[src/include/sss_pkg.sv]
package sss_pkg;
  // ==========================================================================
  // Bus widths and answers
  localparam int ADDR_W = 12;
  localparam logic [1:0] RESP_OKAY = 2'h0;
  localparam logic [1:0] RESP_SLVERR = 2'h2;

  // ==========================================================================
  // Register indices; the byte address is four times the index.
  localparam int IDX_SEQ = 'h340;
  localparam int IDX_XC0 = 'h341;
  localparam int IDX_XC1 = 'h342;
  localparam int IDX_IDSEL = 'h345;
  localparam int IDX_CNT = 'h348;
  localparam int IDX_ST0 = 'h34B;
  localparam int IDX_ST1 = 'h34C;
  localparam logic [ADDR_W-1:0] ADDR_SEQ = ADDR_W'(IDX_SEQ * 4);
  localparam logic [ADDR_W-1:0] ADDR_XC0 = ADDR_W'(IDX_XC0 * 4);
  localparam logic [ADDR_W-1:0] ADDR_XC1 = ADDR_W'(IDX_XC1 * 4);
  localparam logic [ADDR_W-1:0] ADDR_IDSEL = ADDR_W'(IDX_IDSEL * 4);
  localparam logic [ADDR_W-1:0] ADDR_CNT = ADDR_W'(IDX_CNT * 4);
  localparam logic [ADDR_W-1:0] ADDR_ST0 = ADDR_W'(IDX_ST0 * 4);
  localparam logic [ADDR_W-1:0] ADDR_ST1 = ADDR_W'(IDX_ST1 * 4);

  // ==========================================================================
  // Field positions, masks and reset values
  localparam int SEQ_TEMODE = 7;
  localparam int SEQ_SEL_OUT_EN = 6;
  localparam int SEQ_SEL_IN_EN = 5;
  localparam int SEQ_RESEL_IN_EN = 4;
  localparam int SEQ_AUTO_SEL = 3;
  localparam int SEQ_AUTO_RESEL = 2;
  localparam int SEQ_AUTO_PAR = 1;
  localparam int SEQ_RSTO = 0;
  localparam logic [7:0] SEQ_BUSRST_KEEP = 8'h01;
  localparam int XC0_CLRCNT = 4;
  localparam logic [7:0] XC0_MASK = 8'hFA;
  localparam int XC1_PAR_EN = 5;
  localparam int XC1_TSEL_LO = 3;
  localparam int XC1_TMR_EN = 2;
  localparam logic [7:0] XC1_MASK = 8'hFE;
  localparam int ID_OWN_LO = 4;
  localparam int ID_DEST_LO = 0;
  localparam logic [7:0] IDSEL_MASK = 8'h77;
  localparam int ST0_TARGET = 7;
  localparam int ST0_SEL_DONE = 6;
  localparam int ST0_SEL_IN = 5;
  localparam int ST0_SELECTING = 4;
  localparam int ST1_SEL_TIMEOUT = 7;
  localparam int ST1_CLRATN = 6;
  localparam int ST1_PERR = 2;
  localparam logic [7:0] REG_RST = 8'h00;
  localparam logic [23:0] CNT_RST = 24'h000000;

  // ==========================================================================
  // Timing
  localparam int CLK_KHZ = 200000;
  localparam int T_SELECTION_TIMEOUT_FLAG_MAX_MS = 256;
  localparam int SELECTION_TIMEOUT_FLAG_MAX_CYC = T_SELECTION_TIMEOUT_FLAG_MAX_MS * CLK_KHZ;
  localparam int TMR_W = 26;

  // ==========================================================================
  // Carriers
  typedef struct packed {
    logic [ADDR_W-1:0] awaddr;
    logic awvalid;
    logic [31:0] wdata;
    logic [3:0] wstrb;
    logic wvalid;
    logic bready;
    logic [ADDR_W-1:0] araddr;
    logic arvalid;
    logic rready;
  } sss_axi_req_s;

  typedef struct packed {
    logic awready;
    logic wready;
    logic bvalid;
    logic [1:0] bresp;
    logic arready;
    logic rvalid;
    logic [31:0] rdata;
    logic [1:0] rresp;
  } sss_axi_rsp_s;

  typedef struct packed {
    logic bsy;
    logic sel;
    logic atn;
    logic rst;
    logic io;
    logic cd;
    logic msg;
    logic req;
    logic [7:0] data;
    logic dp;
  } sss_bus_in_s;

  typedef struct packed {
    logic bsy;
    logic sel;
    logic atn;
    logic rst;
    logic io;
    logic [7:0] data;
  } sss_bus_out_s;

  typedef enum logic [1:0] {ST_IDLE, ST_SELECTING, ST_ANSWER} sss_state_e;
endpackage : sss_pkg

[src/rtl/sss_top.sv]
// Design decision made here: the AXI4-Lite register port.
module sss_top
  import sss_pkg::*;
#(
  parameter int unsigned P_SELECTION_TIMEOUT_FLAG_MAX_CYC = SELECTION_TIMEOUT_FLAG_MAX_CYC
) (
  // Clock and reset
  input wire logic i_ref_clk,
  input wire logic i_rst,
  // Register bus
  input wire sss_axi_req_s i_axi,
  output sss_axi_rsp_s o_axi,
  // SCSI bus
  input wire sss_bus_in_s i_bus,
  output sss_bus_out_s o_bus_out,
  output sss_bus_out_s o_bus_oe,
  // Transfer counter step
  input wire logic i_byte_done
);

  // ==========================================================================
  // Register bus slave
  logic aw_have;
  logic w_have;
  logic [ADDR_W-1:0] aw_addr;
  logic [7:0] w_byte;
  logic w_lane0;
  wire aw_take = i_axi.awvalid & o_axi.awready;
  wire w_take = i_axi.wvalid & o_axi.wready;
  wire wr_fire = aw_have & w_have & ~o_axi.bvalid;
  wire rd_fire = i_axi.arvalid & o_axi.arready;
  // Only byte lane 0 carries a register; a write without it is answered but ignored.
  wire wr_en = wr_fire & w_lane0;
  wire wr_seq = wr_en & (aw_addr == ADDR_SEQ);
  wire wr_xc0 = wr_en & (aw_addr == ADDR_XC0);
  wire wr_xc1 = wr_en & (aw_addr == ADDR_XC1);
  wire wr_idsel = wr_en & (aw_addr == ADDR_IDSEL);
  wire wr_st0 = wr_en & (aw_addr == ADDR_ST0);
  wire wr_st1 = wr_en & (aw_addr == ADDR_ST1);
  wire wr_hit = (aw_addr == ADDR_SEQ) | (aw_addr == ADDR_XC0) | (aw_addr == ADDR_XC1) |
                (aw_addr == ADDR_IDSEL) | (aw_addr == ADDR_ST0) | (aw_addr == ADDR_ST1);

  always_ff @(posedge i_ref_clk or posedge i_rst) begin
    if (i_rst) begin
      aw_have <= 1'b0;
      w_have <= 1'b0;
      aw_addr <= '0;
      w_byte <= REG_RST;
      w_lane0 <= 1'b0;
    end else begin
      if (aw_take) begin
        aw_have <= 1'b1;
        aw_addr <= i_axi.awaddr;
      end else if (wr_fire) begin
        aw_have <= 1'b0;
      end
      if (w_take) begin
        w_have <= 1'b1;
        w_byte <= i_axi.wdata[7:0];
        w_lane0 <= i_axi.wstrb[0];
      end else if (wr_fire) begin
        w_have <= 1'b0;
      end
    end
  end

  // ==========================================================================
  // Control and status registers
  logic [7:0] seq;
  logic [7:0] xc0;
  logic [7:0] xc1;
  logic [7:0] idsel;
  logic [23:0] xfer_cnt;
  logic st_target;
  logic st_done;
  logic st_sel_in;
  logic st_timeout;
  logic st_perr;
  logic atn_q;
  logic req_q;
  logic [TMR_W-1:0] tmr;
  sss_state_e state;
  sss_state_e next_state;

  wire bus_free = ~i_bus.bsy & ~i_bus.sel;
  wire [2:0] own_id = idsel[ID_OWN_LO +: 3];
  wire [2:0] dest_id = idsel[ID_DEST_LO +: 3];
  wire [7:0] own_bit = 8'h01 << own_id;
  wire [7:0] dest_bit = 8'h01 << dest_id;
  wire par_en = xc1[XC1_PAR_EN];
  // Each step of the select code halves the limit from the longest timeout.
  wire [1:0] tsel = xc1[XC1_TSEL_LO +: 2];
  wire [TMR_W-1:0] sel_limit = TMR_W'(P_SELECTION_TIMEOUT_FLAG_MAX_CYC >> tsel);
  wire sel_start = (state == ST_IDLE) & seq[SEQ_SEL_OUT_EN] & bus_free & ~i_bus.rst;
  wire got_bsy = (state == ST_SELECTING) & i_bus.bsy;
  wire timed_out = (state == ST_SELECTING) & ~i_bus.bsy & xc1[XC1_TMR_EN] & (tmr >= sel_limit);
  wire sel_abort = (state == ST_SELECTING) & ~seq[SEQ_SEL_OUT_EN];
  wire sel_end = got_bsy | timed_out;
  // Answering starts from idle only, so an own selection never answers itself.
  wire in_cand = (state == ST_IDLE) & ~sel_start & i_bus.sel & ~i_bus.bsy & ((i_bus.data & own_bit) != 8'h00);
  wire sel_in = in_cand & ~i_bus.io & seq[SEQ_SEL_IN_EN];
  wire resel_in = in_cand & i_bus.io & seq[SEQ_RESEL_IN_EN];
  wire in_phase = i_bus.io & ~(~i_bus.cd & i_bus.msg);
  wire par_bad = ~(^{i_bus.data, i_bus.dp});
  // Parity is judged once per REQ rising edge, so a long REQ counts one error.
  wire perr_evt = par_en & i_bus.req & ~req_q & in_phase & par_bad;
  wire atn_set = (sel_start & ~seq[SEQ_TEMODE] & seq[SEQ_AUTO_SEL]) |
                 (resel_in & seq[SEQ_AUTO_RESEL]) |
                 (perr_evt & seq[SEQ_AUTO_PAR]);
  // Own drivers count as bus activity, or automatic attention would drop while SEL or BSY is still driven just after the state returns to idle.
  wire bus_idle = bus_free & (state == ST_IDLE) & ~o_bus_out.bsy & ~o_bus_out.sel;
  // Set wins over clear so an event in the clearing cycle is kept.
  wire atn_clr = (wr_st1 & w_byte[ST1_CLRATN]) | bus_idle;

  // Software write first, then hardware end-of-sequence, then bus reset.
  logic [7:0] next_seq;
  always_comb begin
    next_seq = wr_seq ? w_byte : seq;
    if (sel_end) begin
      next_seq[SEQ_SEL_OUT_EN] = 1'b0;
    end
    if (i_bus.rst) begin
      next_seq = next_seq & SEQ_BUSRST_KEEP;
    end
  end

  // ==========================================================================
  // Selection sequencer
  always_comb begin
    next_state = state;
    case (state)
      ST_IDLE: begin
        if (sel_start) begin
          next_state = ST_SELECTING;
        end else if (sel_in | resel_in) begin
          next_state = ST_ANSWER;
        end
      end
      ST_SELECTING: begin
        if (sel_end | sel_abort | i_bus.rst) begin
          next_state = ST_IDLE;
        end
      end
      ST_ANSWER: begin
        // Busy is held until the selecting device lets SEL go.
        if (~i_bus.sel | i_bus.rst) begin
          next_state = ST_IDLE;
        end
      end
      default: begin
        next_state = ST_IDLE;
      end
    endcase
  end

  always_ff @(posedge i_ref_clk or posedge i_rst) begin
    if (i_rst) begin
      seq <= REG_RST;
      xc0 <= REG_RST;
      xc1 <= REG_RST;
      idsel <= REG_RST;
      state <= ST_IDLE;
      req_q <= 1'b0;
      tmr <= '0;
    end else begin
      seq <= next_seq;
      state <= next_state;
      req_q <= i_bus.req;
      if (wr_xc0) begin
        xc0 <= w_byte & XC0_MASK;
      end
      if (wr_xc1) begin
        xc1 <= w_byte & XC1_MASK;
      end
      if (wr_idsel) begin
        idsel <= w_byte & IDSEL_MASK;
      end
      // The timer only runs while selecting, so a stale count never shortens the next attempt.
      tmr <= (state == ST_SELECTING) ? tmr + 1'b1 : '0;
    end
  end

  always_ff @(posedge i_ref_clk or posedge i_rst) begin
    if (i_rst) begin
      st_target <= 1'b0;
      st_done <= 1'b0;
      st_sel_in <= 1'b0;
      st_timeout <= 1'b0;
      st_perr <= 1'b0;
      atn_q <= 1'b0;
      xfer_cnt <= CNT_RST;
    end else begin
      if (sel_in) begin
        st_target <= 1'b1;
      end else if (resel_in) begin
        st_target <= 1'b0;
      end
      st_done <= got_bsy | (st_done & ~(wr_st0 & w_byte[ST0_SEL_DONE]));
      st_sel_in <= sel_in | resel_in | (st_sel_in & ~(wr_st0 & w_byte[ST0_SEL_IN]));
      st_timeout <= timed_out | (st_timeout & ~(wr_st1 & w_byte[ST1_SEL_TIMEOUT]));
      st_perr <= perr_evt | (st_perr & ~(wr_st1 & w_byte[ST1_PERR]));
      atn_q <= atn_set | (atn_q & ~atn_clr);
      // The clear bit holds the counter at zero until software drops it again.
      if (xc0[XC0_CLRCNT]) begin
        xfer_cnt <= CNT_RST;
      end else if (i_byte_done) begin
        xfer_cnt <= xfer_cnt + 24'h000001;
      end
    end
  end

  // ==========================================================================
  // SCSI drivers
  // Pins are open-drain, so value and enable carry the same asserted level.
  sss_bus_out_s next_drv;
  always_comb begin
    next_drv.sel = (state == ST_SELECTING);
    next_drv.io = (state == ST_SELECTING) & seq[SEQ_TEMODE];
    next_drv.data = (state == ST_SELECTING) ? (own_bit | dest_bit) : 8'h00;
    next_drv.bsy = (state == ST_ANSWER);
    next_drv.atn = atn_q;
    next_drv.rst = seq[SEQ_RSTO];
  end

  always_ff @(posedge i_ref_clk or posedge i_rst) begin
    if (i_rst) begin
      o_bus_out <= '0;
      o_bus_oe <= '0;
    end else begin
      o_bus_out <= next_drv;
      o_bus_oe <= next_drv;
    end
  end

  // ==========================================================================
  // Read path and bus answers
  wire [7:0] st0_val = {st_target, st_done, st_sel_in, state == ST_SELECTING, 4'h0};
  wire [7:0] st1_val = {st_timeout, 4'h0, st_perr & par_en, 2'h0};
  logic [31:0] rd_val;
  logic rd_hit;
  always_comb begin
    rd_hit = 1'b1;
    case (i_axi.araddr)
      ADDR_SEQ: rd_val = {24'h000000, seq};
      ADDR_XC0: rd_val = {24'h000000, xc0};
      ADDR_XC1: rd_val = {24'h000000, xc1};
      ADDR_IDSEL: rd_val = {24'h000000, idsel};
      ADDR_CNT: rd_val = {8'h00, xfer_cnt};
      ADDR_ST0: rd_val = {24'h000000, st0_val};
      ADDR_ST1: rd_val = {24'h000000, st1_val};
      default: begin
        rd_val = 32'h00000000;
        rd_hit = 1'b0;
      end
    endcase
  end

  // Read data is captured at the take, so a later register change cannot tear it.
  // Ready drops in the take cycle, so no second request is accepted before the answer.
  always_ff @(posedge i_ref_clk or posedge i_rst) begin
    if (i_rst) begin
      o_axi <= '0;
    end else begin
      o_axi.awready <= ~aw_have & ~aw_take;
      o_axi.wready <= ~w_have & ~w_take;
      if (wr_fire) begin
        o_axi.bvalid <= 1'b1;
        o_axi.bresp <= wr_hit ? RESP_OKAY : RESP_SLVERR;
      end else if (i_axi.bready) begin
        o_axi.bvalid <= 1'b0;
      end
      o_axi.arready <= ~o_axi.rvalid & ~rd_fire;
      if (rd_fire) begin
        o_axi.rvalid <= 1'b1;
        o_axi.rdata <= rd_val;
        o_axi.rresp <= rd_hit ? RESP_OKAY : RESP_SLVERR;
      end else if (i_axi.rready) begin
        o_axi.rvalid <= 1'b0;
      end
    end
  end

endmodule : sss_top

[config.mk]
export PLATFORM = sky130hd
export DESIGN_NAME = sss_top
export DESIGN_NICKNAME = d
export VERILOG_FILES = /design/src/include/sss_pkg.sv /design/src/rtl/sss_top.sv
export SDC_FILE = /design/constraint.sdc
export NUM_CORES = 1
export LEC_CHECK = 0
export ABC_CLOCK_PERIOD_IN_PS = 8200
export BUFFER_PORTS_ARGS = -buffer_cell sky130_fd_sc_hd__clkbuf_2
export CAP_MARGIN = 20
export CORE_ASPECT_RATIO = 0.6
export CORE_MARGIN = 2
export CORE_UTILIZATION = 55
export DETAILED_ROUTE_END_ITERATION = 10
export GPL_ROUTABILITY_DRIVEN = 1
export GPL_TIMING_DRIVEN = 0
export PLACE_DENSITY_LB_ADDON = 0.08
export SETUP_SLACK_MARGIN = 0.05
export SYNTH_ARGS = -nofsm -noshare
export SYNTH_HDL_FRONTEND = slang
export SYNTH_SLANG_ARGS = --single-unit
[constraint.sdc]
create_clock -name i_ref_clk -period 8.2 [get_ports i_ref_clk]
set_input_delay 1.64 -clock i_ref_clk [delete_from_list [all_inputs] [get_ports i_ref_clk]]
set_output_delay 1.64 -clock i_ref_clk [all_outputs]
set_load 0.005 [all_outputs]
==> results of run 1 <==
[metal layers]
layer	routed length, um	up-vias
met5	0	-
met4	102	0
met3	1530	10
met2	7740	242
met1	9600	2959
li1	-	2763
[synth_stat cells (2+ instances only)]
library cell,instances
sky130_fd_sc_hd__buf_1,4
sky130_fd_sc_hd__o41ai_1,2
sky130_fd_sc_hd__a21o_1,5
sky130_fd_sc_hd__o31a_1,2
sky130_fd_sc_hd__nand2b_1,5
sky130_fd_sc_hd__or3_1,7
sky130_fd_sc_hd__nor3b_1,3
sky130_fd_sc_hd__a31oi_1,2
sky130_fd_sc_hd__a22oi_1,3
sky130_fd_sc_hd__xor2_1,20
sky130_fd_sc_hd__o2bb2ai_1,3
sky130_fd_sc_hd__mux2_2,46
sky130_fd_sc_hd__o22ai_1,2
sky130_fd_sc_hd__a32oi_1,5
sky130_fd_sc_hd__nand2_1,33
sky130_fd_sc_hd__inv_1,27
sky130_fd_sc_hd__clkbuf_1,20
sky130_fd_sc_hd__o21ai_0,21
sky130_fd_sc_hd__and2_1,2
sky130_fd_sc_hd__and3_1,9
sky130_fd_sc_hd__nand4b_1,2
sky130_fd_sc_hd__nand4_1,18
sky130_fd_sc_hd__nand3_1,22
sky130_fd_sc_hd__nor2b_1,9
sky130_fd_sc_hd__o211ai_1,4
sky130_fd_sc_hd__nor4_1,9
sky130_fd_sc_hd__ha_1,21
sky130_fd_sc_hd__dfrtp_1,153
sky130_fd_sc_hd__nor2_1,76
sky130_fd_sc_hd__nor4_2,2
sky130_fd_sc_hd__and4_1,5
sky130_fd_sc_hd__nor3_1,12
sky130_fd_sc_hd__mux2i_1,13
sky130_fd_sc_hd__a22o_1,26
sky130_fd_sc_hd__buf_2,3
sky130_fd_sc_hd__xnor2_1,28
sky130_fd_sc_hd__a21oi_1,25
sky130_fd_sc_hd__nand3b_1,3
sky130_fd_sc_hd__buf_4,23
[cells by family (layout without fill, tap and decap cells)]
group | after synthesis | in the layout
simple gates | 227 | 227
buf+inv | 81 | 222
xor+xnor | 48 | 48
mux | 60 | 60
fa+ha+maj | 21 | 21
other cells | 1 | 10
flops | 153 | 153
compound gates | 114 | 114
[worst reg2reg max path, cell delays in order, from the launching register on]
cell and delay (ns):
sky130_fd_sc_hd__dfrtp_1 0.51, sky130_fd_sc_hd__inv_1 0.15, sky130_fd_sc_hd__ha_1 0.21, sky130_fd_sc_hd__inv_1 0.09, sky130_fd_sc_hd__ha_1 0.25, sky130_fd_sc_hd__a211o_1 0.30
sky130_fd_sc_hd__a21oi_1 0.16, sky130_fd_sc_hd__o22ai_1 0.09, sky130_fd_sc_hd__o31a_1 0.35, sky130_fd_sc_hd__a2111oi_2 0.34
[registers in the layout, summed over array words and instances, names as in the netlist, 2 cells and up]
register  cells
xc1           7
w_byte        8
o_bus_oe     13
o_axi        31
state         2
seq           8
idsel         6
tmr          26
xc0           6
aw_addr      12
xfer_cnt     24
[power groups by stage]
stage / clock (W) / combinational, W / sequential [W]
2_1_floorplan: 0 / 0.000195 / 0.000925
3_3_place_gp: 0 / 0.000250 / 0.000963
3_5_place_dp: 0 / 0.000267 / 0.000972
4_1_cts: 0.000768 / 0.000269 / 0.000959
5_1_grt: 0.000805 / 0.000296 / 0.000973
6_report: 0.000756 / 0.000267 / 0.000962
[worst min-delay path by stage]
| stage | startpoint | end | slack (ns) | cells after the start |
|---|---|---|---|---|
| floorplan | atn_q$_DFF_PP0_ | o_bus_oe[10]$_DFF_PP0_ | 0.35 | 0 |
| global placement | atn_q$_DFF_PP0_ | o_bus_oe[10]$_DFF_PP0_ | 0.39 | 0 |
| detailed placement | atn_q$_DFF_PP0_ | o_bus_oe[10]$_DFF_PP0_ | 0.39 | 0 |
| CTS | atn_q$_DFF_PP0_ | o_bus_oe[10]$_DFF_PP0_ | 0.41 | 0 |
| global route | atn_q$_DFF_PP0_ | o_bus_oe[10]$_DFF_PP0_ | 0.41 | 0 |
| finish | atn_q$_DFF_PP0_ | o_bus_oe[10]$_DFF_PP0_ | 0.41 | 0 |
[placed cells by master, fill, tap and decap left out, types with 3 or more instances in the layout]
cell type and instances:
sky130_fd_sc_hd__a21o_1 5, sky130_fd_sc_hd__a21oi_1 25, sky130_fd_sc_hd__a22o_1 26, sky130_fd_sc_hd__a22oi_1 3
sky130_fd_sc_hd__a32oi_1 5, sky130_fd_sc_hd__and3_1 9, sky130_fd_sc_hd__and4_1 5, sky130_fd_sc_hd__buf_1 4
sky130_fd_sc_hd__buf_2 3, sky130_fd_sc_hd__buf_4 23, sky130_fd_sc_hd__clkbuf_1 22, sky130_fd_sc_hd__clkbuf_16 17
sky130_fd_sc_hd__clkbuf_2 111, sky130_fd_sc_hd__clkinvlp_4 3, sky130_fd_sc_hd__conb_1 10, sky130_fd_sc_hd__dfrtp_1 153
sky130_fd_sc_hd__ha_1 21, sky130_fd_sc_hd__inv_1 26, sky130_fd_sc_hd__inv_6 3, sky130_fd_sc_hd__mux2_2 46
sky130_fd_sc_hd__mux2i_1 13, sky130_fd_sc_hd__nand2_1 33, sky130_fd_sc_hd__nand2b_1 5, sky130_fd_sc_hd__nand3_1 22
sky130_fd_sc_hd__nand3b_1 3, sky130_fd_sc_hd__nand4_1 18, sky130_fd_sc_hd__nor2_1 76, sky130_fd_sc_hd__nor2b_1 9
sky130_fd_sc_hd__nor3_1 12, sky130_fd_sc_hd__nor3b_1 3, sky130_fd_sc_hd__nor4_1 9, sky130_fd_sc_hd__o211ai_1 4
sky130_fd_sc_hd__o21ai_0 21, sky130_fd_sc_hd__o2bb2ai_1 3, sky130_fd_sc_hd__or3_1 7, sky130_fd_sc_hd__xnor2_1 28
sky130_fd_sc_hd__xor2_1 20
[metrics by stage]
stage	utilization (%)	instances	hold slack [ns]	area, um2
after detailed placement	62.1	1000	0.395	8440
after global placement	61.9	999	0.391	8410
after floorplan	-	714	0.354	7640
final	66.3	1030	0.408	9000
after global routing	66.3	1030	0.414	9000
after CTS	66.3	1030	0.411	9000
[area by class of cell]
cell class              count  area, um2
fillers                  1072       4580
plain buffers              54        315
clock buffers              20        447
flip-flops and latches    153       3830
multi-input cells         480       3390
clock inverters            10        119
inverters                  27        106
repair buffers            111        578
well taps                 175        219
==> results by group, run 1 <==
Run status
  • Status: complete, no violations

Worst setup path
  • Category of the worst setup path launch point: input port
  • Critical setup path kind: input port to flop
  • Termination of the worst setup path: o_axi[22]$_DFFE_PP0P_
  • Data arrival time of the critical path: 3.51 ns
  • Worst stage delay on the critical path: 0.56 ns
  • Start of the worst register-to-register path: xc1[4]$_DFFE_PP0P_
  • Family with the most delay on the worst path: simple AND/OR/NAND/NOR gates
  • Critical path depth in cells: 6
  • Slowest cell on the critical path: sky130_fd_sc_hd__nor4_2
  • CP startpoint: i_axi[6]
  • Buffers and inverters on the worst path: 2
  • Crit-path max FO: 10
  • Worst reg2reg setup slack: 5.63 ns
  • List of cells traversed by the critical path: clkbuf_1 -> nor2_1 -> nand2_1 -> nor4_2 -> buf_2 -> a22o_1
  • RR Endpoint: seq[6]$_DFFE_PP0P_
  • FF-to-FF path depth: 9
  • Worst EP required: 8.55 ns
  • Endpoint kind of the worst setup timing path: flop

Cells and area
  • Layout overhead on the synthesized area: 18.4%
  • Number of nets at the end of the flow: between 900 and 1,000
  • Layout cells sized above 1: about a quarter
  • Inserted Diodes: 0

Logic synthesis
  • Yosys warning total: 0
  • Mapped Area: 7600 um2
  • Dominant combinational cell family by area after synthesis: simple AND/OR/NAND/NOR gates
  • Fraction of the mapped netlist area in compound gates: 10.7%
  • Simple-gate share of the synthesized area: 15.6%
  • Dominant register cell in the synthesized netlist: sky130_fd_sc_hd__dfrtp_1
  • Sequential fraction of the synthesis area: 50.4%
  • Cell type with the largest total area after synthesis: sky130_fd_sc_hd__dfrtp_1
  • Average instance area after synthesis: 10.8 um2
  • Largest cells by area after synthesis: sky130_fd_sc_hd__dfrtp_1 (50%), sky130_fd_sc_hd__mux2_2 (6.8%), sky130_fd_sc_hd__nor2_1 (3.8%), sky130_fd_sc_hd__ha_1 (3.5%), sky130_fd_sc_hd__xnor2_1 (3.2%)
  • Mux cell area share after synthesis: 8.82%
  • Post-synthesis cell type count: 69
  • Fraction of synthesis flops using an asynchronous set or reset pin: 100%
  • Adder-cell area share of the yosys netlist: ~3.5%
  • Post-synth EDFFs: 0
  • Yosys reg bits: about 150
  • Share of Yosys cell area claimed by the top area cell type: between 50 and 60%
  • Share of the synthesized netlist area taken by xor and xnor gates: 5.53%
  • Mapped Cells: slightly above 700

Place
  • Post-DP HPWL: 14.1 mm
  • Gp weighted congestion: between 0.9 and 1
  • Worst slack at placement: 4.69 ns
  • Number of I/O port buffers: 110

Clocking
  • Number of sinks handled by clock tree synthesis: 153
  • Number of gates given a new drive strength after cts: 0
  • Post-CTS setup-driven buffer insertion count: 0
  • Root buffer cell: sky130_fd_sc_hd__clkbuf_16
  • Number of buffers between clock root and the deepest sink: 2
  • Clock latency on the worst-skew pair: 0.41 ns
  • CTS Hold Bufs: 0
  • Clock tree from TritonCTS: yes
  • Clk slew on worst S/H paths: roughly 0.060 ns
  • CTS Buf Count: 17
  • Maximum level of the CTS H-tree: 4

STA
  • Minimum clock period: approximately 3.2 ns
  • Worst Tran Pin Value: roughly 0.91 ns
  • Period utilization: 38.6%
  • Upper clock frequency limit: 316 MHz
  • Number of setup violations in the final report: 0
  • Setup ws final: about 5.0 ns
  • Clock tree skew after final layout: 0.00945 ns
  • Setup TNS after final layout: 0 ns
  • Unrepaired setup endpoints after global routing: false
  • Hold Vio Cnt, Final: 0
  • Normalized max-slew margin: 39.1%
  • Number of max-slew violations in the final report: 0

Floorplan
  • Die span in y: 95.1 um
  • Overall die area: 14,800 um2
  • Starting Density: 56.0%
  • Num rows: 33
  • Die Span X: around 160 um
  • Count of pins on the block boundary: 152
  • Core ar.: 13,600 um2

Power
  • Net switching power of the design: around 0.00056 W
  • Overall power after layout: 0.00198 W
  • Power per cell area: around 220 nW/um2
  • Proportion of total power due to net switching: 28.1%
  • Portion of total power attributed to the clock network: 38.1%
  • Worst supply voltage drop on vdd: 0.174 mV
  • Share of total power in sequential cells: 48.5%
  • Static Leakage: between 4 and 5 nW
  • Logic gate share of total power: 13.4%
  • Internal power component: 0.00143 W

GRT
  • Grt total ovfl: 0
  • GRT met1 Usage: 42.2%
  • Combined global-route utilization of all metal layers: 26.7%
  • Highest-utilization routing layer at the global route stage: met1
  • Global-route wire length before repair: roughly 30 mm
  • Number of global-route vias before repair: 5,565
  • Met2 track demand over resource in global routing: 37.1%
  • M3 GR Usage: 5.95%
  • Initial antenna violation count: 0
  • Largest net degree at the start of global routing: 93

Drt
  • Routed vias/inst: 5.80
  • Number of nets with antenna violations after detailed routing: 0
  • Total vias in the final route: 5,974
  • Initial DRC count: a little under 500
  • Wire length per cell: 18.4 um
  • Number of detailed-routing iterations run before antenna repair: 5
  • DRC errors left: 0
  • Final Routed Wirelength: 19.0 mm

Hold path
  • Class of the tightest hold or removal check: flop to flop

Job
  • Max-cap viol count: 0
(Power assumes the default switching activity.)
==> inputs of run 2 (changes only) <==
- ABC_AREA: unset -> 1
- ABC_CLOCK_PERIOD_IN_PS: 8200 -> 2700
- CORE_UTILIZATION: 55 -> 51
- clock period: 8.2 -> 2.7 ns (I/O delays scaled with it)
==> run 2 against run 1 <==
  * Cell count rose by 39%
  * Critical path depth increased by 5
  * Utilization fell by 4.9 points
  * Sequential cell count unchanged
  * Die area is 17% higher
  * Global-route usage up 0.98 points
==> results by group, run 2 <==
Logic synthesis
  • Yosys reg bits: 153 (unchanged)
  • Post-synthesis cell type count: 45 (-35%)
  • Sequential fraction of the synthesis area: 46.0% (-4.4 points)
  • Mapped Cells: 1,064 (+51%)
  • Dominant register cell in the synthesized netlist: sky130_fd_sc_hd__dfrtp_1
  • Largest cells by area after synthesis: sky130_fd_sc_hd__dfrtp_1 (46%), sky130_fd_sc_hd__nand2_1 (12%), sky130_fd_sc_hd__nand3_1 (5.8%), sky130_fd_sc_hd__inv_1 (5.0%), sky130_fd_sc_hd__nor2_1 (4.9%)
  • Fraction of synthesis flops using an asynchronous set or reset pin: 100% (unchanged)
  • Yosys warning total: 0 (unchanged)
  • Mapped Area: 8330 um2 (+9.5%)
  • Average instance area after synthesis: 7.83 um2 (-27%)
  • Share of Yosys cell area claimed by the top area cell type: 46.0% (-4.4 points)
  • Post-synth EDFFs: 0 (unchanged)
  • Most numerous cell in the Yosys netlist: sky130_fd_sc_hd__nand2_1
  • Cell type with the largest total area after synthesis: sky130_fd_sc_hd__dfrtp_1
  • Most numerous cell types in the synthesized netlist: sky130_fd_sc_hd__nand2_1 (270), sky130_fd_sc_hd__dfrtp_1 (153), sky130_fd_sc_hd__inv_1 (112)

Place
  • Post-DP HPWL: 17.7 mm (+26%)
  • Number of I/O port buffers: 113 (+2.7%)
  • Worst slack at placement: 0.593 ns (-4.09 ns)
  • Gp weighted congestion: 0.978 (+1.3%)

Drt
  • Uppermost signal routing layer after detailed routing: met4
  • DRC errors left: 0 (unchanged)
  • Wire length on met1: 12.1 mm (+26%)
  • Routed met3 length: 2.58 mm (+69%)
  • Number of detailed-routing iterations run before antenna repair: 5 (unchanged)
  • Final Routed Wirelength: 23.0 mm (+21%)
  • Detailed route wirelength on metal2: 8.09 mm (+4.5%)
  • Total vias in the final route: 7,600 (+27%)
  • Initial DRC count: 760 (+54%)
  • Routed vias/inst: 5.31 (-8.4%)
  • Wire length per cell: 16.1 um (-13%)
  • Number of nets with antenna violations after detailed routing: 0 (unchanged)

Cells and area
  • Leading cell types in the layout, fill and taps excluded: sky130_fd_sc_hd__nand2_1 (270), sky130_fd_sc_hd__dfrtp_1 (153), sky130_fd_sc_hd__clkbuf_2 (113)
  • Largest registers: o_axi (31), tmr (26), xfer_cnt (24)
  • Filler cells: 1,494 (+39%)
  • Leading cell type in the layout, fill and taps excluded: sky130_fd_sc_hd__nand2_1
  • Flip-flop count of the largest register, all copies and words added: 31 (unchanged)
  • Number of nets at the end of the flow: 1,315 (+38%)
  • Layout cells sized above 1: 19.0% (-7.7 points)
  • Layout overhead on the synthesized area: 18.6%
  • Register with the highest flop count: o_axi
  • Inserted Diodes: 0 (unchanged)
  • Final core area utilization: 61.4% (-4.9 points)

Clocking
  • Number of gates given a new drive strength after cts: 0 (unchanged)
  • CTS Hold Bufs: 0 (unchanged)
  • Root buffer cell: sky130_fd_sc_hd__clkbuf_16
  • Post-CTS setup-driven buffer insertion count: 0 (unchanged)
  • Clock latency on the worst-skew pair: 0.43 ns (+0.02 ns)
  • Clock tree from TritonCTS: yes
  • Maximum level of the CTS H-tree: 4 (unchanged)
  • Number of sinks handled by clock tree synthesis: 153 (unchanged)
  • Number of buffers between clock root and the deepest sink: 2 (unchanged)
  • CTS Buf Count: 17 (unchanged)
  • Clk slew on worst S/H paths: 0.07 ns (about the same)

Power
  • Power per cell area: 646 nW/um2 (+190%)
  • Worst supply voltage drop on vdd: 0.538 mV (+210%)
  • Static Leakage: 4.86 nW (+15%)
  • Overall power after layout: 0.00638 W (+220%)

GRT
  • Global-route wire length before repair: 36.6 mm (+22%)
  • Combined global-route utilization of all metal layers: 27.6% (+0.98 points)
  • Number of global-route vias before repair: 6,708 (+21%)
  • Largest net degree at the start of global routing: 41 (-56%)
  • Initial antenna violation count: 0 (unchanged)
  • Grt total ovfl: 0 (unchanged)

STA
  • Tightest hold margin: 0.182 ns (-0.225 ns)
  • Setup ws final: 0.543 ns (-4.49 ns)
  • Worst Tran Pin Value: 0.811 ns (-0.0958 ns)
  • Period utilization: 79.9%
  • Upper clock frequency limit: approximately 460 MHz
  • Number of setup violations in the final report: 0 (unchanged)
  • Number of max-slew violations in the final report: 0 (unchanged)
  • Unrepaired setup endpoints after global routing: false
  • Clock tree skew after final layout: 0.0136 ns (+0.00413 ns)
  • Minimum clock period: 2.16 ns
  • Normalized max-slew margin: 44.6% (+5.5 points)
  • Hold Vio Cnt, Final: 0 (unchanged)

Floorplan
  • Overall die area: 17,400 um2 (+17%)
  • Num rows: 36 (+9.1%)
  • Starting Density: 51.8% (-4.2 points)
  • Die span in y: 103 um (+8.3%)
  • Count of pins on the block boundary: 152 (unchanged)
  • Die Span X: 169 um (+8.5%)
  • Core ar.: 16,100 um2 (+18%)

Run status
  • Status: complete, no violations

Worst setup path
  • RR Endpoint: state[0]$_DFFE_PP0P_
  • Crit-path max FO: 6 (-4)
  • FF-to-FF path depth: 11 (+2)
  • Worst EP required: 3.01 ns (-5.54 ns)
  • Worst reg2reg setup slack: 0.54 ns (-5.09 ns)
  • Endpoint kind of the worst setup timing path: flop
  • Data arrival time of the critical path: 2.47 ns (-1.04 ns)
  • Critical setup path kind: flop to flop
  • Category of the worst setup path launch point: flop
  • Start of the worst register-to-register path: xc1[4]$_DFFE_PP0P_

Job
  • Max-cap viol count: 0 (unchanged)

Hold path
  • Class of the tightest hold or removal check: input port to asynchronous set/reset pin
-- run 2: changes by cell type after synthesis, sizes merged, moves of 11 or more --
cell	change
nand2	+243
inv	+90
nand3	+78
o21ai	+59
nor2	+48
mux2	-46
a22o	-26
xnor2	-21
a21oi	+13
mux2i	-13
o31ai	+13
clkbuf	-12
nand4	+11
nor4	-11
-- run 2: layout make-up --
class,count,area (um2),share of cell area [%]
inverter,120,454,4.60
tap,209,262,2.65
timing repair buffer,117,646,6.54
multi-input combinational,753,3780,38.3
buffer,47,299,3.03
clock inverter,13,160,1.62
clock buffer,19,443,4.48
sequential,153,3830,38.8
-- run 2: worst max path at each step --
stage | from | end | slack, ns
global placement | i_rst | aw_addr[6]$_DFFE_PP0P_ | -0.81
global route | xc1[4]$_DFFE_PP0P_ | state[0]$_DFFE_PP0P_ | 0.38
detailed placement | xc1[4]$_DFFE_PP0P_ | state[0]$_DFFE_PP0P_ | 0.59
floorplan | i_rst | atn_q$_DFF_PP0_ | 0.23
finish | xc1[4]$_DFFE_PP0P_ | state[0]$_DFFE_PP0P_ | 0.54
CTS | xc1[4]$_DFFE_PP0P_ | state[0]$_DFFE_PP0P_ | 0.58
-- run 2: power by group --
part           internal (W)  leakage, nW  total (W)  switching (W)
clock               0.00142        0.287    0.00248        0.00106
combinational      0.000323         2.52    0.00111       0.000786
sequential          0.00257         2.04    0.00279       0.000222
-- run 2: per-stage QoR --
step / setup TNS [ns] / area [um2] / std cells
floorplan: 0 / 8370 / 1073
global placement: -121.72 / 9190 / 1395
detailed placement: 0 / 9270 / 1399
CTS: 0 / 9880 / 1431
global route: 0 / 9880 / 1431
finish: 0 / 9880 / 1431
-- run 2: cell families (layout without fill, tap and decap cells) --
logic type,Yosys count,in the layout,synth area share [%]
compound gates,144,144,9.96
xor+xnor,18,18,1.89
fa+ha+maj,21,21,3.16
buf+inv,167,316,9.00
flops,153,153,46.0
other cells,1,10,0.0450
simple gates,560,560,30.0
-- run 2: routing by layer --
metal,global-route usage (%),vias to the layer above
met2,34.4,342
met4,5.72,0
met1,46.0,3504
met3,7.60,16
li1,-,3738
met5,0,-
-- run 2: critical path: stages (launching register included) --
cell and delay, ns:
sky130_fd_sc_hd__dfrtp_1 0.47, sky130_fd_sc_hd__inv_1 0.15, sky130_fd_sc_hd__ha_1 0.30, sky130_fd_sc_hd__inv_1 0.06
sky130_fd_sc_hd__ha_1 0.30, sky130_fd_sc_hd__nand3_1 0.11, sky130_fd_sc_hd__nor2_1 0.18, sky130_fd_sc_hd__nand3_1 0.10
sky130_fd_sc_hd__nand3_1 0.11, sky130_fd_sc_hd__nand2_1 0.12, sky130_fd_sc_hd__nand3_1 0.09, sky130_fd_sc_hd__nand2_1 0.06
==> inputs of run 3 (changes only) <==
- ABC_CLOCK_PERIOD_IN_PS: 2700 -> 2200
- CORE_UTILIZATION: 51 -> 55
- clock period: 2.7 -> 2.2 ns (I/O delays scaled with it)
==> run 3 against run 2 <==
  * Via count grew 0.87%
  * Die area decreased by 7.1%
  * Final area rose by 0.37%
  * Sequential cell count unchanged
  * Sequential power grew 23%
  * Utilization increased by 6.3 points
  * Highest routed layer unchanged
  * Combinational power up 23%
==> results by group, run 3 (same netlist as run 2, synthesis figures left out) <==
Cells and area
  • Leading cell type in the layout, fill and taps excluded: sky130_fd_sc_hd__nand2_1
  • Largest registers: o_axi (31), tmr (26), xfer_cnt (24)
  • Layout cells sized above 1: 19.7% (+0.69 points)
  • Leading cell types in the layout, fill and taps excluded: sky130_fd_sc_hd__nand2_1 (269), sky130_fd_sc_hd__dfrtp_1 (151), sky130_fd_sc_hd__clkbuf_2 (113)
  • Inserted Diodes: 0 (unchanged)
  • Number of nets at the end of the flow: 1,318 (+0.23%)
  • Layout overhead on the synthesized area: 19.0%
  • Flip-flop count of the largest register, all copies and words added: 31 (unchanged)
  • Register with the highest flop count: o_axi

Place
  • Gp weighted congestion: 0.960 (-1.9%)
  • Number of I/O port buffers: 113 (unchanged)
  • Post-DP HPWL: 17.5 mm (-1.2%)

Worst setup path
  • Most frequent CP cell: sky130_fd_sc_hd__nand3_1
  • List of cells traversed by the critical path: inv_4 -> ha_2 -> inv_1 -> ha_1 -> nand2_1 -> inv_1 -> nand3_1 -> nor2_2 -> nand3_1 -> nand3_1 -> nand2_2 -> nand3_1 -> nand2_1
  • Family with the most delay on the worst path: simple AND/OR/NAND/NOR gates
  • Worst EP required: 2.51 ns (-0.50 ns)
  • Slowest cell on the critical path: sky130_fd_sc_hd__dfrtp_2
  • Worst reg2reg setup slack: 0.17 ns (-0.37 ns)
  • Data arrival time of the critical path: 2.34 ns (-0.13 ns)
  • Worst stage delay on the critical path: 0.45 ns (-0.02 ns)
  • Category of the worst setup path launch point: flop
  • Critical setup path kind: flop to flop
  • Crit-path max FO: 5 (-1)
  • Endpoint kind of the worst setup timing path: flop
  • Buffers and inverters on the worst path: 3 (+1)

Drt
  • Number of nets with antenna violations after detailed routing: 0 (unchanged)
  • Routed vias/inst: 5.39 (+1.4%)
  • Number of detailed-routing iterations run before antenna repair: 6 (+1)
  • Initial DRC count: 890 (+17%)
  • Wire length per cell: 16.0 um (-0.42%)
  • Final Routed Wirelength: 22.8 mm (-0.97%)
  • DRC errors left: 0 (unchanged)
  • Total vias in the final route: 7,666 (+0.87%)

Clocking
  • CTS Buf Count: 17 (unchanged)
  • Clock tree from TritonCTS: yes
  • Clk slew on worst S/H paths: 0.06 ns (about the same)
  • Clock latency on the worst-skew pair: 0.43 ns (about the same)
  • Root buffer cell: sky130_fd_sc_hd__clkbuf_16
  • Number of buffers between clock root and the deepest sink: 2 (unchanged)
  • Maximum level of the CTS H-tree: 4 (unchanged)
  • Number of sinks handled by clock tree synthesis: 153 (unchanged)

STA
  • Hold Vio Cnt, Final: 0 (unchanged)
  • Unrepaired setup endpoints after global routing: false
  • Clock tree skew after final layout: 0.0120 ns (-0.00158 ns)
  • Minimum clock period: 2.03 ns (-0.126 ns)
  • Upper clock frequency limit: 492 MHz (+6.2%)
  • Period utilization: 92.3% (+12 points)
  • Normalized max-slew margin: 40.8% (-3.8 points)
  • Worst Tran Pin Value: 0.866 ns (+0.0549 ns)
  • Number of max-slew violations in the final report: 0 (unchanged)
  • Tightest hold margin: 0.141 ns (-0.0412 ns)
  • Number of setup violations in the final report: 0 (unchanged)
  • Setup TNS after final layout: 0 ns (unchanged)

Power
  • Power per cell area: 793 nW/um2 (+23%)
  • Worst supply voltage drop on vdd: 0.540 mV (+0.43%)
  • Static Leakage: 4.89 nW (+0.64%)

GRT
  • Number of global-route vias before repair: 6,973 (+4.0%)
  • Grt total ovfl: 0 (unchanged)
  • Global-route wire length before repair: 36.3 mm (-0.96%)
  • Largest net degree at the start of global routing: 41 (unchanged)
  • Initial antenna violation count: 0 (unchanged)
  • Combined global-route utilization of all metal layers: 29.3% (+1.6 points)

Job
  • Max-cap viol count: 0 (unchanged)

Floorplan
  • Die span in y: 99.3 um (-3.6%)
  • Die Span X: 163 um (-3.6%)
  • Core ar.: 14,600 um2 (-9.0%)
  • Starting Density: 56.9% (+5.1 points)
  • Num rows: 34 (-5.6%)
  • Overall die area: 16,200 um2 (-7.1%)
  • Count of pins on the block boundary: 152 (unchanged)

Run status
  • Status: complete, no violations

Hold path
  • Class of the tightest hold or removal check: input port to flop
## run 3: area by class of cell
type | instances | area, um2
plain buffers | 47 | 299
clock buffers | 18 | 429
clock inverters | 14 | 184
fillers | 1244 | 4720
inverters | 120 | 459
multi-input cells | 753 | 3790
flip-flops and latches | 153 | 3830
well taps | 198 | 248
repair buffers | 120 | 671
## run 3: per-layer routing
metal	global-route usage, %	vias to the layer above	wire [um]
met2	36.8	409	8440
met1	47.6	3509	11300
met5	0	-	0
li1	-	3732	-
met4	5.79	0	150
met3	10.1	16	2910
## run 3: final timing paths
kind | startpoint | endpoint | cells after the start
worst min-delay path | i_bus[9] | req_q$_DFF_PP0_ | 1
worst max-delay path | xc1[4]$_DFFE_PP0P_ | state[0]$_DFFE_PP0P_ | 13
max in group asynchronous | i_rst | xc1[4]$_DFFE_PP0P_ | 5
min in group asynchronous | i_rst | o_axi[23]$_DFFE_PP0P_ | 3
worst max register to register | xc1[4]$_DFFE_PP0P_ | state[0]$_DFFE_PP0P_ | 13
worst min register to register | atn_q$_DFF_PP0_ | o_bus_oe[10]$_DFF_PP0_ | 0
## run 3: where the power goes
group	switching, W	total (W)	internal [W]
Sequential	0.000276	0.00342	0.00315
Combinational	0.000962	0.00136	0.000399
Clock	0.00126	0.00308	0.00182
Total	0.00250	0.00786	0.00537
## run 3: timing repair
item / CTS / global route
buffers inserted: 0 / 2
hold buffers: 1 / 0
resized for setup: 1 / 8
setup endpoints to repair: 1 / 3
endpoints found under the hold margin: 5 / 0
pin swaps: 0 / 1
## run 3: per-stage QoR
step,instances,utilization (%),power [W],worst slack [ns],area (um2)
2_1_floorplan,1073,-,0.00428,-0.171,8370
3_3_place_gp,1384,62.7,0.00474,-1.17,9180
3_5_place_dp,1388,63.3,0.00479,0.0584,9260
4_1_cts,1421,67.5,0.00787,0.0709,9880
5_1_grt,1423,67.7,0.00822,0.0410,9910
6_report,1423,67.7,0.00786,0.169,9910
